File: src/hw/ppio_pkg.sv
package ppio_pkg;
  // ---------------------------------------------------------------
  // bus geometry: word registers, byte address is four times index
  // ---------------------------------------------------------------
  localparam int ADR_W = 6;
  localparam int DAT_W = 32;
  localparam int SEL_W = 4;
  localparam int IDX_LSB = 2;

  // ---------------------------------------------------------------
  // register indices
  // ---------------------------------------------------------------
  localparam logic [3:0] IDX_RESET = 4'h0;
  localparam logic [3:0] IDX_REQ = 4'h1;
  localparam logic [3:0] IDX_CTRL = 4'h2;
  localparam logic [3:0] IDX_DATA = 4'h3;
  localparam logic [3:0] IDX_READY = 4'h4;
  localparam logic [3:0] IDX_LINES = 4'h5;
  localparam logic [3:0] IDX_CFG = 4'h6;
  localparam logic [3:0] IDX_IEN = 4'h7;
  localparam logic [3:0] IDX_ISTAT = 4'h8;

  // ---------------------------------------------------------------
  // field positions
  // ---------------------------------------------------------------
  localparam int CTRL_AUX0 = 0;
  localparam int CTRL_AUX1 = 1;
  localparam int CTRL_OKCHK = 2;
  localparam int LINES_AUX0 = 0;
  localparam int LINES_AUX1 = 1;
  localparam int LINES_EXT = 2;
  localparam int LINES_OK = 3;
  localparam int CFG_PULSE = 0;
  localparam int CFG_SRC_LSB = 1;
  localparam int EV_PERR = 0;
  localparam int EV_EXT = 4;
  localparam int EV_READY = 5;

  // ---------------------------------------------------------------
  // reset values and masks
  // ---------------------------------------------------------------
  localparam logic [7:0] CTRL_RST = 8'h00;
  localparam logic [7:0] CFG_RST = 8'h00;
  localparam logic [7:0] IEN_RST = 8'h00;
  localparam logic [7:0] CTRL_MASK = 8'h07;
  localparam logic [7:0] CFG_MASK = 8'h07;
  localparam logic [7:0] IEN_MASK = 8'h30;
  localparam logic [7:0] ISTAT_MASK = 8'h31;
  localparam logic [15:0] DOUT_RST = 16'h0000;

  typedef enum logic [1:0] {
    SRC_ACK = 2'b00,
    SRC_START = 2'b01,
    SRC_READ = 2'b10
  } din_src_t;

  typedef enum logic [1:0] {
    HS_IDLE = 2'b00,
    HS_WAIT_BUSY = 2'b01,
    HS_WAIT_READY = 2'b10
  } hs_state_t;
endpackage : ppio_pkg

File: src/hw/hs_ctl.sv
`timescale 1ns/1ps
module hs_ctl (
  input wire logic clk,
  input wire logic rst_n,
  input wire logic start,
  input wire logic abort,
  input wire logic pulse_mode,
  input wire logic flag_ready,
  output logic req,
  output logic ready,
  output logic ack
);
  import ppio_pkg::*;

  typedef struct packed {
    hs_state_t st;
    logic req;
    logic ready;
    logic ack;
  } hs_t;

  hs_t q;
  hs_t d;

  always_comb begin
    d = q;
    d.ack = 1'b0;
    case (q.st)
      HS_IDLE: begin
        if (start) begin
          d.st = HS_WAIT_BUSY;
          d.req = 1'b1;
        end
      end
      HS_WAIT_BUSY: begin
        if (!flag_ready) begin
          d.st = HS_WAIT_READY;
        end
      end
      HS_WAIT_READY: begin
        if (flag_ready) begin
          d.st = HS_IDLE;
          d.req = 1'b0;
          d.ack = 1'b1;
        end
      end
      default: begin
        d.st = HS_IDLE;
        d.req = 1'b0;
      end
    endcase
    if (abort) begin
      d.st = HS_IDLE;
      d.req = 1'b0;
      d.ack = 1'b0;
    end
    d.ready = !d.req && (pulse_mode || flag_ready);
  end

  always_ff @(posedge clk or negedge rst_n) begin
    if (!rst_n) begin
      q <= '{st: HS_IDLE, req: 1'b0, ready: 1'b0, ack: 1'b0};
    end else begin
      q <= d;
    end
  end

  assign req = q.req;
  assign ready = q.ready;
  assign ack = q.ack;

  ready_full_a: assert property (@(posedge clk) disable iff (!rst_n)
    (!$past(pulse_mode) && ready) |-> ($past(flag_ready) && !req))
    else $error("ready reported without flag ready or with request set");
  ready_pulse_a: assert property (@(posedge clk) disable iff (!rst_n)
    $past(pulse_mode) |-> (ready == !req))
    else $error("pulse mode ready does not follow request clear");
  req_start_a: assert property (@(posedge clk) disable iff (!rst_n)
    (start && q.st == HS_IDLE && !abort) |=> req ##1 (req || ack))
    else $error("transfer request not set by start");
  hs_ack_a: assert property (@(posedge clk) disable iff (!rst_n)
    ack |-> (!req && $past(req) && $past(flag_ready)))
    else $error("handshake ack without flag returning ready");
endmodule : hs_ctl

File: src/hw/evt_status.sv
`timescale 1ns/1ps
module evt_status (
  input wire logic clk,
  input wire logic rst_n,
  input wire logic [7:0] set,
  input wire logic [7:0] clr,
  input wire logic flush,
  input wire logic [7:0] mask,
  output logic [7:0] status,
  output logic irq
);
  import ppio_pkg::*;

  typedef struct packed {
    logic [7:0] status;
    logic irq;
  } ev_t;

  ev_t q;
  ev_t d;

  // set beats the write-one clear, so a held level re-arms at once
  always_comb begin
    d = q;
    d.status = ((q.status & ~clr) | set) & ISTAT_MASK;
    if (flush) begin
      d.status = 8'h00;
    end
    d.irq = |(d.status & mask);
  end

  always_ff @(posedge clk or negedge rst_n) begin
    if (!rst_n) begin
      q <= '{status: 8'h00, irq: 1'b0};
    end else begin
      q <= d;
    end
  end

  assign status = q.status;
  assign irq = q.irq;

  set_wins_a: assert property (@(posedge clk) disable iff (!rst_n)
    (set[EV_READY] && !flush) |=> status[EV_READY])
    else $error("level event lost against clear");
endmodule : evt_status

File: src/hw/parallel_port_handshake_lines.sv
`timescale 1ns/1ps
module parallel_port_handshake_lines (
  input wire logic CORE_CLK,
  input wire logic ARST_N,
  input wire logic WB_CYC_I,
  input wire logic WB_STB_I,
  input wire logic WB_WE_I,
  input wire logic [ppio_pkg::ADR_W-1:0] WB_ADR_I,
  input wire logic [ppio_pkg::SEL_W-1:0] WB_SEL_I,
  input wire logic [ppio_pkg::DAT_W-1:0] WB_DAT_I,
  output logic [ppio_pkg::DAT_W-1:0] WB_DAT_O,
  output logic WB_ACK_O,
  output logic [15:0] DATA_OUT,
  input wire logic [15:0] DATA_IN,
  output logic TRANSFER_REQUEST_LINE,
  input wire logic PERIPHERAL_FLAG_LINE,
  input wire logic PERIPHERAL_OK_LINE,
  input wire logic EXTERNAL_REQUEST_LINE_N,
  output logic AUX_OUT_FIRST_N,
  output logic AUX_OUT_SECOND_N,
  input wire logic AUX_IN_FIRST_N,
  input wire logic AUX_IN_SECOND_N,
  output logic IRQ
);
  import ppio_pkg::*;

  // ---------------------------------------------------------------
  // state
  // ---------------------------------------------------------------
  typedef struct packed {
    logic ack;
    logic [DAT_W-1:0] dat;
    logic [7:0] ctrl;
    logic [7:0] cfg;
    logic [7:0] ien;
    logic [15:0] dout;
    logic [15:0] din;
    logic aux0_n;
    logic aux1_n;
  } top_t;

  top_t q;
  top_t d;

  logic req_hit;
  logic wr;
  logic rd;
  logic [3:0] idx;
  logic lo_en;
  logic start;
  logic flush;
  logic [7:0] ev_set;
  logic [7:0] ev_clr;
  logic [7:0] istat;
  logic hs_req;
  logic hs_ready;
  logic hs_ack;
  logic irq_w;
  logic [7:0] lines;
  din_src_t src;

  // ---------------------------------------------------------------
  // bus decode
  // ---------------------------------------------------------------
  // one answer per request: the cycle that shows ack is never a new hit
  assign req_hit = WB_CYC_I && WB_STB_I && !q.ack;
  assign wr = req_hit && WB_WE_I;
  assign rd = req_hit && !WB_WE_I;
  assign idx = WB_ADR_I[ADR_W-1:IDX_LSB];
  assign lo_en = WB_SEL_I[0];
  assign src = din_src_t'(q.cfg[CFG_SRC_LSB +: 2]);

  assign start = wr && lo_en && (idx == IDX_REQ) && (WB_DAT_I[7:0] != 8'h00);
  assign flush = wr && lo_en && (idx == IDX_RESET) && (WB_DAT_I[7:0] != 8'h00);

  // live pins, sampled at the request cycle and never held elsewhere
  assign lines = {4'h0, PERIPHERAL_OK_LINE, !EXTERNAL_REQUEST_LINE_N,
    !AUX_IN_SECOND_N, !AUX_IN_FIRST_N};

  // ---------------------------------------------------------------
  // events
  // ---------------------------------------------------------------
  always_comb begin
    ev_set = 8'h00;
    ev_set[EV_READY] = hs_ready;
    ev_set[EV_EXT] = !EXTERNAL_REQUEST_LINE_N;
    // the ok check is armed only by control bit 2
    ev_set[EV_PERR] = start && q.ctrl[CTRL_OKCHK] && !PERIPHERAL_OK_LINE;
    ev_clr = 8'h00;
    if (wr && lo_en && idx == IDX_ISTAT) begin
      ev_clr = WB_DAT_I[7:0] & ISTAT_MASK;
    end
  end

  hs_ctl u_hs (
    .clk(CORE_CLK),
    .rst_n(ARST_N),
    .start(start),
    .abort(flush),
    .pulse_mode(q.cfg[CFG_PULSE]),
    .flag_ready(PERIPHERAL_FLAG_LINE),
    .req(hs_req),
    .ready(hs_ready),
    .ack(hs_ack)
  );

  // peripheral error bit sits outside the mask, so it never interrupts
  evt_status u_ev (
    .clk(CORE_CLK),
    .rst_n(ARST_N),
    .set(ev_set),
    .clr(ev_clr),
    .flush(flush),
    .mask(q.ien & IEN_MASK),
    .status(istat),
    .irq(irq_w)
  );

  // ---------------------------------------------------------------
  // register file
  // ---------------------------------------------------------------
  always_comb begin
    d = q;
    d.ack = req_hit;
    d.dat = '0;
    if (rd) begin
      case (idx)
        IDX_REQ: d.dat[0] = hs_req;
        IDX_CTRL: d.dat[7:0] = q.ctrl;
        IDX_DATA: d.dat[15:0] = (src == SRC_READ) ? DATA_IN : q.din;
        IDX_READY: d.dat[0] = hs_ready;
        IDX_LINES: d.dat[7:0] = lines;
        IDX_CFG: d.dat[7:0] = q.cfg;
        IDX_IEN: d.dat[7:0] = q.ien;
        IDX_ISTAT: d.dat[7:0] = istat;
        default: d.dat = '0;
      endcase
    end
    if (wr && lo_en) begin
      case (idx)
        IDX_CTRL: begin
          d.ctrl = WB_DAT_I[7:0] & CTRL_MASK;
          d.aux0_n = !WB_DAT_I[CTRL_AUX0];
          d.aux1_n = !WB_DAT_I[CTRL_AUX1];
        end
        IDX_CFG: d.cfg = WB_DAT_I[7:0] & CFG_MASK;
        IDX_IEN: d.ien = WB_DAT_I[7:0] & IEN_MASK;
        default: d.cfg = q.cfg;
      endcase
    end
    // a byte-wide write still loads the whole word, unselected byte zero
    if (wr && idx == IDX_DATA && (WB_SEL_I[1:0] != 2'b00)) begin
      d.dout[7:0] = WB_SEL_I[0] ? WB_DAT_I[7:0] : 8'h00;
      d.dout[15:8] = WB_SEL_I[1] ? WB_DAT_I[15:8] : 8'h00;
    end
    // interface reset drops enables but leaves aux levels alone
    if (flush) begin
      d.ien = IEN_RST;
    end
    case (src)
      SRC_ACK: if (hs_ack) d.din = DATA_IN;
      SRC_START: if (start) d.din = DATA_IN;
      SRC_READ: if (rd && idx == IDX_DATA) d.din = DATA_IN;
      default: d.din = q.din;
    endcase
  end

  always_ff @(posedge CORE_CLK or negedge ARST_N) begin
    if (!ARST_N) begin
      q <= '{ack: 1'b0, dat: '0, ctrl: CTRL_RST, cfg: CFG_RST, ien: IEN_RST,
        dout: DOUT_RST, din: 16'h0000, aux0_n: 1'b1, aux1_n: 1'b1};
    end else begin
      q <= d;
    end
  end

  // ---------------------------------------------------------------
  // outputs
  // ---------------------------------------------------------------
  assign WB_ACK_O = q.ack;
  assign WB_DAT_O = q.dat;
  assign DATA_OUT = q.dout;
  assign TRANSFER_REQUEST_LINE = hs_req;
  assign AUX_OUT_FIRST_N = q.aux0_n;
  assign AUX_OUT_SECOND_N = q.aux1_n;
  assign IRQ = irq_w;

  // ---------------------------------------------------------------
  // checks
  // ---------------------------------------------------------------
  ready_event_a: assert property (@(posedge CORE_CLK) disable iff (!ARST_N)
    (hs_ready && !flush) |=> istat[EV_READY] ##0
      (IRQ == $past(q.ien[EV_READY]) || istat[EV_EXT]))
    else $error("ready did not raise its event");
  ext_event_a: assert property (@(posedge CORE_CLK) disable iff (!ARST_N)
    (!EXTERNAL_REQUEST_LINE_N && !flush) |=> istat[EV_EXT])
    else $error("external request did not raise its event");
  dout_byte_a: assert property (@(posedge CORE_CLK) disable iff (!ARST_N)
    (wr && idx == IDX_DATA && WB_SEL_I[1:0] == 2'b01) |=>
      (DATA_OUT == {8'h00, $past(WB_DAT_I[7:0])}))
    else $error("byte data-out write left upper byte nonzero");
  din_ack_a: assert property (@(posedge CORE_CLK) disable iff (!ARST_N)
    (src == SRC_ACK && hs_ack) |=> (q.din == $past(DATA_IN)))
    else $error("data-in not captured on handshake ack");
  aux_drive_a: assert property (@(posedge CORE_CLK) disable iff (!ARST_N)
    (wr && lo_en && idx == IDX_CTRL) |=>
      (AUX_OUT_FIRST_N == !$past(WB_DAT_I[0]) && AUX_OUT_SECOND_N == !$past(WB_DAT_I[1])))
    else $error("aux outputs do not follow control bits");
  aux_hold_a: assert property (@(posedge CORE_CLK) disable iff (!ARST_N)
    !(wr && lo_en && idx == IDX_CTRL) |=> ($stable(AUX_OUT_FIRST_N) && $stable(AUX_OUT_SECOND_N)))
    else $error("aux output moved without a control write");
  lines_read_a: assert property (@(posedge CORE_CLK) disable iff (!ARST_N)
    (rd && idx == IDX_LINES) |=> (WB_ACK_O && WB_DAT_O[7:4] == 4'h0 &&
      WB_DAT_O[0] == !$past(AUX_IN_FIRST_N) && WB_DAT_O[3] == $past(PERIPHERAL_OK_LINE)))
    else $error("line status read wrong");
  perr_flag_a: assert property (@(posedge CORE_CLK) disable iff (!ARST_N)
    (start && q.ctrl[CTRL_OKCHK] && !PERIPHERAL_OK_LINE && !flush) |=> istat[EV_PERR])
    else $error("peripheral error not flagged");
  no_check_a: assert property (@(posedge CORE_CLK) disable iff (!ARST_N)
    (!q.ctrl[CTRL_OKCHK] && !istat[EV_PERR]) |=> !istat[EV_PERR])
    else $error("peripheral error flagged with check off");
  ready_read_a: assert property (@(posedge CORE_CLK) disable iff (!ARST_N)
    (rd && idx == IDX_READY) |=> (WB_DAT_O[0] == $past(hs_ready)))
    else $error("ready register does not show ready");
  wb_ack_a: assert property (@(posedge CORE_CLK) disable iff (!ARST_N)
    WB_ACK_O |=> !WB_ACK_O)
    else $error("ack held past one cycle");

  // ---------------------------------------------------------------
  // bus checks
  // ---------------------------------------------------------------
  ack_answer_a: assert property (@(posedge CORE_CLK) disable iff (!ARST_N)
    req_hit |=> WB_ACK_O)
    else $error("request not answered in one cycle");

  idle_data_zero_a: assert property (@(posedge CORE_CLK) disable iff (!ARST_N)
    !WB_ACK_O |-> (WB_DAT_O == '0))
    else $error("read data not zero outside ack");

  unmapped_read_a: assert property (@(posedge CORE_CLK) disable iff (!ARST_N)
    (rd && idx > IDX_ISTAT) |=> (WB_DAT_O == '0))
    else $error("unmapped read not zero");

  ctrl_read_a: assert property (@(posedge CORE_CLK) disable iff (!ARST_N)
    (rd && idx == IDX_CTRL) |=> (WB_DAT_O[7:0] == $past(q.ctrl)))
    else $error("control read wrong");

  // ---------------------------------------------------------------
  // handshake checks
  // ---------------------------------------------------------------
  req_out_a: assert property (@(posedge CORE_CLK) disable iff (!ARST_N)
    (start && !flush && !TRANSFER_REQUEST_LINE) |=> TRANSFER_REQUEST_LINE)
    else $error("start did not raise the request line");

  req_flush_a: assert property (@(posedge CORE_CLK) disable iff (!ARST_N)
    flush |=> !TRANSFER_REQUEST_LINE)
    else $error("interface reset left the request set");

  ready_busy_a: assert property (@(posedge CORE_CLK) disable iff (!ARST_N)
    TRANSFER_REQUEST_LINE |-> !hs_ready)
    else $error("ready while request set");

  ready_full_top_a: assert property (@(posedge CORE_CLK) disable iff (!ARST_N)
    (!$past(q.cfg[CFG_PULSE]) && hs_ready) |->
      ($past(PERIPHERAL_FLAG_LINE) && !TRANSFER_REQUEST_LINE))
    else $error("full mode ready without flag ready");

  ready_pulse_top_a: assert property (@(posedge CORE_CLK) disable iff (!ARST_N)
    ($past(q.cfg[CFG_PULSE]) && !TRANSFER_REQUEST_LINE) |-> hs_ready)
    else $error("pulse mode not ready with request clear");

  req_hold_a: assert property (@(posedge CORE_CLK) disable iff (!ARST_N)
    (TRANSFER_REQUEST_LINE && !flush && !PERIPHERAL_FLAG_LINE) |=> TRANSFER_REQUEST_LINE)
    else $error("request dropped while flag busy");

  req_clear_a: assert property (@(posedge CORE_CLK) disable iff (!ARST_N)
    $fell(TRANSFER_REQUEST_LINE) |-> ($past(flush) || $past(PERIPHERAL_FLAG_LINE)))
    else $error("request cleared without flag ready");

  // ---------------------------------------------------------------
  // data-in and line checks
  // ---------------------------------------------------------------
  din_start_a: assert property (@(posedge CORE_CLK) disable iff (!ARST_N)
    (src == SRC_START && start) |=> (q.din == $past(DATA_IN)))
    else $error("data-in not captured at start");

  din_read_a: assert property (@(posedge CORE_CLK) disable iff (!ARST_N)
    (src == SRC_READ && rd && idx == IDX_DATA) |=> (WB_DAT_O[15:0] == $past(DATA_IN)))
    else $error("data-in read not live");

  din_keep_a: assert property (@(posedge CORE_CLK) disable iff (!ARST_N)
    (src == SRC_ACK && !hs_ack) |=> $stable(q.din))
    else $error("data-in moved without handshake ack");

  lines_zero_a: assert property (@(posedge CORE_CLK) disable iff (!ARST_N)
    (rd && idx == IDX_LINES) |=> (WB_DAT_O[DAT_W-1:4] == '0))
    else $error("line status upper bits not zero");

  lines_aux2_a: assert property (@(posedge CORE_CLK) disable iff (!ARST_N)
    (rd && idx == IDX_LINES) |=> (WB_DAT_O[1] == !$past(AUX_IN_SECOND_N)))
    else $error("second aux input read wrong");

  lines_ext_a: assert property (@(posedge CORE_CLK) disable iff (!ARST_N)
    (rd && idx == IDX_LINES) |=> (WB_DAT_O[2] == !$past(EXTERNAL_REQUEST_LINE_N)))
    else $error("external line read wrong");

  aux_level_a: assert property (@(posedge CORE_CLK) disable iff (!ARST_N)
    (AUX_OUT_FIRST_N == !q.ctrl[CTRL_AUX0]) && (AUX_OUT_SECOND_N == !q.ctrl[CTRL_AUX1]))
    else $error("aux level differs from control bit");

  // ---------------------------------------------------------------
  // event checks
  // ---------------------------------------------------------------
  irq_level_a: assert property (@(posedge CORE_CLK) disable iff (!ARST_N)
    IRQ == |(istat & $past(q.ien) & IEN_MASK))
    else $error("interrupt line not the masked status");

  perr_no_irq_a: assert property (@(posedge CORE_CLK) disable iff (!ARST_N)
    (istat == 8'h01) |-> !IRQ)
    else $error("peripheral error raised the interrupt");

  perr_ok_a: assert property (@(posedge CORE_CLK) disable iff (!ARST_N)
    (start && PERIPHERAL_OK_LINE && !istat[EV_PERR]) |=> !istat[EV_PERR])
    else $error("peripheral error with ok line true");

  flush_clear_a: assert property (@(posedge CORE_CLK) disable iff (!ARST_N)
    flush |=> (istat == 8'h00))
    else $error("interface reset left event status");

  ext_irq_a: assert property (@(posedge CORE_CLK) disable iff (!ARST_N)
    (!EXTERNAL_REQUEST_LINE_N && q.ien[EV_EXT] && !flush) |=> IRQ)
    else $error("enabled external request did not interrupt");

  ready_irq_a: assert property (@(posedge CORE_CLK) disable iff (!ARST_N)
    (hs_ready && q.ien[EV_READY] && !flush) |=> IRQ)
    else $error("enabled ready did not interrupt");
endmodule : parallel_port_handshake_lines

File: config.mk
export PLATFORM = sky130hd
export DESIGN_NAME = parallel_port_handshake_lines
export DESIGN_NICKNAME = d
export VERILOG_FILES = /design/src/hw/ppio_pkg.sv /design/src/hw/hs_ctl.sv /design/src/hw/evt_status.sv /design/src/hw/parallel_port_handshake_lines.sv
export SDC_FILE = /design/constraint.sdc
export NUM_CORES = 1
export LEC_CHECK = 0
export ABC_AREA = 1
export BUFFER_PORTS_ARGS = -buffer_cell sky130_fd_sc_hd__buf_2
export CAP_MARGIN = 20
export CORE_ASPECT_RATIO = 1.2
export CORE_MARGIN = 5
export CORE_UTILIZATION = 40
export CTS_CLUSTER_SIZE = 16
export DETAILED_ROUTE_END_ITERATION = 7
export PLACE_DENSITY = 0.66
export SYNTH_ARGS = -nofsm -noshare
export SYNTH_HDL_FRONTEND = slang
export SYNTH_HIERARCHICAL = 1
export SYNTH_SLANG_ARGS = --single-unit
File: constraint.sdc
create_clock -name CORE_CLK -period 2.5 [get_ports CORE_CLK]
set_clock_uncertainty 0.2 [all_clocks]
set_input_delay 0.5 -clock CORE_CLK [delete_from_list [all_inputs] [get_ports CORE_CLK]]
set_output_delay 0.5 -clock CORE_CLK [all_outputs]
set_load 0.01 [all_outputs]
==> key figures, run 1 <==
Clock network
  • Worst skew pair latency: 350 ps
  • Longest Clk Path Bufs: 2
  • Cts repair resizes: 0
  • TritonCTS buffer count: 9
  • Hold Buf Count CTS: 1
  • TritonCTS clock tree: built
  • H-tree Lvls: 3
  • Clock sink count: 68
  • Clock Root Buffer: clkbuf_8
  • Clk slew on worst S/H paths: 70 ps
  • Post-CTS Setup Bufs: 0

Worst setup path
  • CP Capture Point: q[7]
  • Worst Path Required: 2530 ps
  • CP cell instances: inv_1, nand4_4, nor2_4, nand3_1, nand2_2, nand2_2, nand2_1, nand2_1
  • Reg2reg end: q[7]
  • Critical Path Start Type: flop
  • R2R Path Start: WB_ACK_O
  • Worst setup EP type: flop
  • Largest fanout on the critical path: 16
  • Slowest-stage cell, CP: dfrtp_1
  • Critical Path Source: WB_ACK_O
  • Data arrival time of the worst path: 1860 ps
  • R2r setup slk: 670 ps
  • Worst setup path class: reg2reg
  • Critical Path Max Stage Delay: 400 ps
  • R2R depth: 8

GRT
  • Grt total ovfl: 0
  • Total GRT Usage: 0.1668
  • First-pass GRT wire length: 14,120 µm
  • Pin count of the biggest net entering global routing: 69
  • Number of global-route vias before repair: 2,906
  • Antenna violations before repair: 0

Timing
  • Rel. slew slack: 0.6347
  • Slew Limit Fails: 0
  • Final Hold Fails: 0
  • Setup TNS: 0 ps
  • Fmax: 546.8 MHz
  • RSZ-0062 raised after global routing: false
  • Final setup viols: 0
  • Fin crit period: 1829 ps
  • Tightest Pin Transition: 546.6 ps
  • Fin crit share: 0.7316

Die
  • Die area: 10,980 µm²
  • Die width: 96.48 µm
  • DIE HEIGHT: 113.8 µm
  • Initial Utilization: 0.4147
  • Standard-cell row count: 37
  • Core area: 8657 µm²
  • IO Pins: 121

Power and ir drop
  • Internal: 0.001875 W
  • Comb pwr share: 0.164
  • Clock share of power: 0.319
  • Reg power frac: 0.517
  • Max VDD drop: 0.0002208 V
  • P_sw: 0.0007436 W
  • Net Sw Frac: 0.2840
  • P_leak: 2.212 nW
  • Power density cells: 647.8 nW/µm²

Synthesis
  • Post-synthesis sequential element count: 68
  • Mapped Cells: 446
  • Post-synth ARST share: 1.000
  • Synth Warn #: 6
  • Seq/Total Area, Yosys: 0.4747
  • Post-synth EDFFs: 0
  • Synthesized area: 3590 µm²
  • Synthesized area per cell: 8.049 µm²
  • Synth Flop Type: dfrtp_1
  • Synth unique cells: 32

Finish
  • Final #Nets: 575
  • N_diodes: 0
  • Register area: 1704 µm²
  • Layout overhead on the synthesized area: 12.62%
  • Util after Layout: 0.4670
  • Layout filler cell count: 870
  • Area of the multi-input gates: 1365 µm²
  • Share of cells above drive strength 1: 0.2305

Route
  • 1st-iter DRT viols: 177
  • Pre-antenna DRT Iters: 4
  • Detailed-route via count: 2,977
  • DRC: 0
  • Drt total wl: 8553 µm
  • WL/cell: 13.60 µm
  • Antenna Nets Post-Route: 0
  • Drt via density: 4.733

Placement
  • Port bufs: 84
  • Gpl congestion: 0.9253
  • Dpl hpwl: 6105 µm

Job
  • Maxcap violations: 0

Min path
  • Worst Hold Class: in2reg

Run status
  • Status: completed
==> cells by family (layout without fill, tap and decap cells) <==
group                  Yosys count  after routing  share of synthesized area
other                            2             22                   0.002092
DFF                             68             68                     0.4747
buffers and inverters          101            147                     0.1659
and+or+nand+nor                216            216                     0.2663
AOI/OAI and AO/OA               59             59                    0.09097
==> power by group through the flow <==
| stage | logic [W] | registers, W | clock network [W] |
|---|---|---|---|
| final | 0.000429 | 0.00135 | 0.000835 |
| after global routing | 0.000503 | 0.00137 | 0.000907 |
| after floorplan | 0.000311 | 0.00136 | 0 |
| after detailed placement | 0.000427 | 0.00137 | 0 |
| after CTS | 0.000433 | 0.00135 | 0.000859 |
| after global placement | 0.000415 | 0.00137 | 0 |
==> layout by cell type (no fill, tap or decap), types with 7 or more instances in the layout <==
master,n
nand3_1,45
nand2_1,117
buf_2,84
clkbuf_8,12
a21oi_1,15
conb_1,22
inv_1,36
nor2_1,32
o21ai_0,32
buf_4,7
dfrtp_1,66
==> state kept, by name (all words and copies together), names as in the netlist <==
signal and cells:
u_ev/irq 1, u_hs/req 1, u_hs/ready 1, WB_DAT_O 16, AUX_OUT_FIRST_N 1, q 24, DATA_OUT 16, u_ev/status 3
u_hs/ack 1, AUX_OUT_SECOND_N 1, WB_ACK_O 1, u_hs/q 2
==> cells in the mapped netlist (2+ instances only) <==
cell type / n / area (µm²)
a21oi_1: 15 / 75.07
o211ai_1: 3 / 22.52
nand4_1: 6 / 37.54
nor2_1: 32 / 120.1
buf_2: 5 / 25.02
nand3_1: 45 / 225.2
inv_1: 36 / 135.1
clkbuf_1: 3 / 11.26
dfrtp_1: 66 / 1652
nor3_1: 4 / 20.02
o21ai_0: 32 / 160.2
nor2_4: 3 / 33.78
conb_1: 2 / 7.510
a31oi_1: 3 / 18.77
o21a_1: 2 / 15.01
nand2_2: 3 / 18.77
buf_4: 54 / 405.4
nand2_1: 117 / 439.2
dfstp_2: 2 / 52.55
==> worst min path at each step <==
stage            startpoint      endpoint  depth (start not counted)
4_1_cts        WB_DAT_I[14]  DATA_OUT[14]                          3
6_report       WB_DAT_I[14]  DATA_OUT[14]                          3
3_5_place_dp           q[8]          q[8]                          2
2_1_floorplan        ARST_N   DATA_OUT[0]                          0
5_1_grt         WB_DAT_I[8]   DATA_OUT[8]                          3
3_3_place_gp           q[6]          q[6]                          2
==> stage by stage <==
step	cells	hold WS, ps	setup WS [ps]	power (W)	cell area [µm²]
final	629	178.2	671.1	0.002619	4043
after detailed placement	612	254.7	409.7	0.001801	3851
after global routing	629	185.6	507.7	0.002783	4043
after CTS	629	170.1	661.3	0.002645	4043
after floorplan	466	4.409	365.5	0.001670	3665
after global placement	612	250.7	435.0	0.001782	3851
==> cell type report <==
type | instances | share of cell area
Clock buffer | 15 | 0.04364
Clock inverter | 1 | 0.001238
Inverter | 38 | 0.03528
Multi-Input combinational cell | 297 | 0.3377
Sequential cell | 68 | 0.4215
Tap cell | 117 | 0.03621
Timing Repair Buffer | 93 | 0.1244
==> critical path: cells and delay by family (launching register included) <==
kind,cells,cell delay [ps]
simple gates,7,1000
flops,1,400
buf+inv,1,120
==> per-layer routing <==
metal  share of wire  up-vias  global-route usage
met3           0.065       17             0.02704
met4           0.023        0             0.08793
met2            0.48       99              0.2574
met1            0.43     1382              0.2230
li1                -     1479                   -
met5               0        -                   0
Power figures use the tool's default switching activity.
==> run 2, diff against run 1 <==
--- a/config.mk
+++ b/config.mk
@@ -5,7 +5,7 @@
 export SDC_FILE = /design/constraint.sdc
 export NUM_CORES = 1
 export LEC_CHECK = 0
-export ABC_AREA = 1
+export ABC_AREA = 0
 export BUFFER_PORTS_ARGS = -buffer_cell sky130_fd_sc_hd__buf_2
 export CAP_MARGIN = 20
 export CORE_ASPECT_RATIO = 1.2
==> constraint.sdc (replaced) <==
create_clock -name CORE_CLK -period 1.8 [get_ports CORE_CLK]
set_clock_uncertainty 0.2 [all_clocks]
set_input_delay 0.36 -clock CORE_CLK [delete_from_list [all_inputs] [get_ports CORE_CLK]]
set_output_delay 0.36 -clock CORE_CLK [all_outputs]
set_load 0.01 [all_outputs]
==> key figures, run 2 <==
Route
  • Routed wl met3: 644 µm (+16%)
  • WL/cell: 15.66 µm (+15%)
  • DR WL met2: 4581 µm (+11%)
  • Top Layer Used: met4
  • Drt total wl: 9038 µm (+5.7%)
  • Drt via density: 4.802 (+1.5%)
  • Pre-antenna DRT Iters: 4 (unchanged)
  • Detailed-route via count: 2,771 (-6.9%)
  • Antenna Nets Post-Route: 0 (unchanged)
  • Wl on met1: 3665 µm (about the same)
  • DRC: 0 (unchanged)
  • 1st-iter DRT viols: 125 (-29%)

Synthesis
  • Seq/Total Area, Yosys: 0.4777 (+0.002997)
  • Post-synth top area cell: dfrtp_1
  • Synth unique cells: 50 (+56%)
  • Synthesized area: 3567 µm² (-0.63%)
  • Largest cells by area after synthesis: dfrtp_1, buf_4, mux2_2
  • Dominant cell by count in the synthesized netlist: dfrtp_1
  • Synthesized area per cell: 10.40 µm² (+29%)
  • Post-synth top cells: dfrtp_1, nand2_1, buf_4
  • Post-synthesis sequential element count: 68 (unchanged)
  • Mapped Cells: 343 (-23%)
  • Synth Flop Type: dfrtp_1
  • Yosys top cell area share: 0.4630 (+0.002905)
  • Post-synth EDFFs: 0 (unchanged)
  • Synth Warn #: 6 (unchanged)
  • Post-synth ARST share: 1.000 (unchanged)

Worst setup path
  • Slowest-stage cell, CP: or4b_4
  • Data arrival time of the worst path: 2130 ps (+270 ps)
  • Largest fanout on the critical path: 16 (unchanged)
  • Worst Path Required: 1840 ps (-690 ps)
  • CP cell instances: buf_6, or4b_4, a2111oi_4, buf_4, a31oi_4, buf_12, mux2_4
  • R2R depth: 7 (-1)
  • R2r setup slk: -260 ps (-930 ps)
  • Critical Path Start Type: primary input
  • Reg2reg end: q[10]
  • Worst setup EP type: flop
  • CP Capture Point: q[10]
  • Critical Path Max Stage Delay: 540 ps (+140 ps)
  • Worst setup path class: in2reg
  • Critical Path Source: WB_ADR_I[3]
  • R2R Path Start: WB_ACK_O

Power and ir drop
  • Internal: 0.002891 W (+54%)
  • Pwr Total: 0.003864 W (+48%)
  • Comb pwr share: 0.158 (-0.006)
  • Clock share of power: 0.401 (+0.082)
  • Power density cells: 803.7 nW/µm² (+24%)
  • P_leak: 2.427 nW (+9.7%)
  • Net Sw Frac: 0.2518 (-0.03217)
  • P_sw: 0.0009730 W (+31%)
  • Max VDD drop: 0.0004374 V (+98%)
  • Reg power frac: 0.441 (-0.076)

Job
  • Maxcap violations: 0 (unchanged)

Placement
  • Dpl ws: -510.2 ps (-919.9 ps)
  • Area after DPL: 4233 µm² (+9.9%)
  • Gpl congestion: 0.8663 (-6.4%)
  • Dpl hpwl: 6387 µm (+4.6%)
  • Port bufs: 84 (unchanged)

Timing
  • RSZ-0062 raised after global routing: true
  • Fin crit share: 1.161
  • Worst Setup Slack, final: -290.2 ps (-961.3 ps)
  • Fin crit period: 2090 ps
  • Slew Limit Fails: 0 (unchanged)
  • Hold WS: 26.76 ps (-151.5 ps)
  • Final Hold Fails: 0 (unchanged)
  • Fmax: 478.4 MHz
  • Final setup viols: 30 (+30)

Die
  • DIE HEIGHT: 113.4 µm (-0.29%)
  • Core area: 8657 µm² (unchanged)
  • Standard-cell row count: 37 (unchanged)
  • Initial Utilization: 0.4121 (-0.002602)
  • Die width: 96.21 µm (-0.29%)
  • IO Pins: 121 (unchanged)
  • Die area: 10,910 µm² (-0.57%)

GRT
  • Total GRT Usage: 0.1648 (-0.001984)
  • Pin count of the biggest net entering global routing: 69 (unchanged)
  • Grt total ovfl: 0 (unchanged)
  • Number of global-route vias before repair: 2,820 (-3.0%)
  • Antenna violations before repair: 0 (unchanged)
  • First-pass GRT wire length: 13,850 µm (-2.0%)

Clock network
  • Worst skew pair latency: 350 ps (about the same)
  • Clock sink count: 68 (unchanged)
  • TritonCTS clock tree: built
  • H-tree Lvls: 3 (unchanged)
  • TritonCTS buffer count: 9 (unchanged)
  • Longest Clk Path Bufs: 2 (unchanged)
  • Clk slew on worst S/H paths: 80 ps (about the same)
  • Clock Root Buffer: clkbuf_8

Finish
  • Design Area, Final: 4808 µm² (+19%)
  • Max reg flops: 24 (unchanged)
  • Share of cells above drive strength 1: 0.4913 (+0.2608)
  • Layout overhead on the synthesized area: 34.79%
  • Commonest non-fill, non-tap cell in the layout: buf_2
  • Final #Nets: 523 (-9.0%)
  • Biggest register: q
  • N_diodes: 0 (unchanged)
  • Most frequent cells in the layout: buf_2, dfrtp_1, nand2_1

Min path
  • Worst Hold Class: in2reg
  • Worst hold start: PERIPHERAL_FLAG_LINE

Run status
  • Failing checks: negative setup slack
  • Status: complete, but fails checks
==> run 2: cell types whose count changed after synthesis, moves of 4 or more <==
cell      before  now
nor2_1        32   14
o21ai_0       32   19
clkbuf_1       3   10
nand4_1        6    1
mux2_4         0   10
buf_2          5    1
nand2_1      117   55
inv_1         36    8
nor2b_1        0    4
nand2b_1       0    4
nand3_1       45    1
mux2i_1        0    5
mux2_2         0   20
==> run 2: power by group through the flow <==
stage,clock [W],combinational [W],sequential [W]
after global placement,0,0.000540,0.00173
after detailed placement,0,0.000550,0.00173
final,0.00155,0.000610,0.00170
after global routing,0.00166,0.000668,0.00172
after CTS,0.00158,0.000579,0.00170
after floorplan,0,0.000364,0.00172
==> run 2: timing repair <==
| item | in CTS | in global routing |
|---|---|---|
| endpoints found under the setup margin | 35 | 57 |
| resized for setup | 13 | 28 |
| endpoints found under the hold margin | 66 | 0 |
| gates cloned | 0 | 4 |
| hold buffers | 1 | 0 |
| setup buffers | 12 | 6 |
| pin swaps | 8 | 9 |
==> run 2: worst min-delay path by stage <==
| stage | endpoint | slack, ps | depth (start not counted) |
|---|---|---|---|
| after floorplan | DATA_OUT[0] | -140 | 0 |
| final | u_hs/q[4] | 30 | 2 |
| after global placement | DATA_OUT[14] | 210 | 2 |
| after detailed placement | DATA_OUT[12] | 210 | 2 |
| after CTS | u_hs/q[4] | 20 | 2 |
| after global routing | q[9] | 30 | 2 |
==> run 2: cell type report <==
cell class,instances,area (µm²)
clock buffer,9,123.9
clock inverter,7,123.9
fill,765,3849
inverter,8,30.03
multi-input combinational,219,1652
sequential,68,1704
tap,117,146.4
timing repair buffer,149,1028
==> run 2: logic make-up (layout without fill, tap and decap cells) <==
group                     after synthesis  after routing  share of synthesized area
buffers and inverters                  76            173                     0.1382
muxes                                  35             35                     0.1193
DFF                                    68             68                     0.4777
xor gates and xnor gates                1              1                   0.002456
and+or+nand+nor                       101            101                     0.1410
other                                   2             22                   0.002105
AOI/OAI and AO/OA                      60             60                     0.1193
==> run 2: critical path, delay by kind of cell <==
| kind | cells | cell delay (ps) |
|---|---|---|
| compound gates | 2 | 470 |
| buf+inv | 3 | 450 |
| mux | 1 | 300 |
| simple gates | 1 | 540 |
==> run 2: stage by stage <==
step / utilization / setup TNS (ps) / instances
CTS: 0.5362 / -5196 / 572
global route: 0.5554 / -7628 / 577
floorplan: - / -7178 / 363
global placement: 0.4889 / -18840 / 543
detailed placement: 0.4889 / -20170 / 543
finish: 0.5554 / -6158 / 577
==> run 2: layer usage <==
metal / GRT usage / vias to the layer above
met4: 0.04269 / 0
met1: 0.2118 / 1332
li1: - / 1325
met2: 0.2736 / 103
met5: 0 / -
met3: 0.04288 / 11
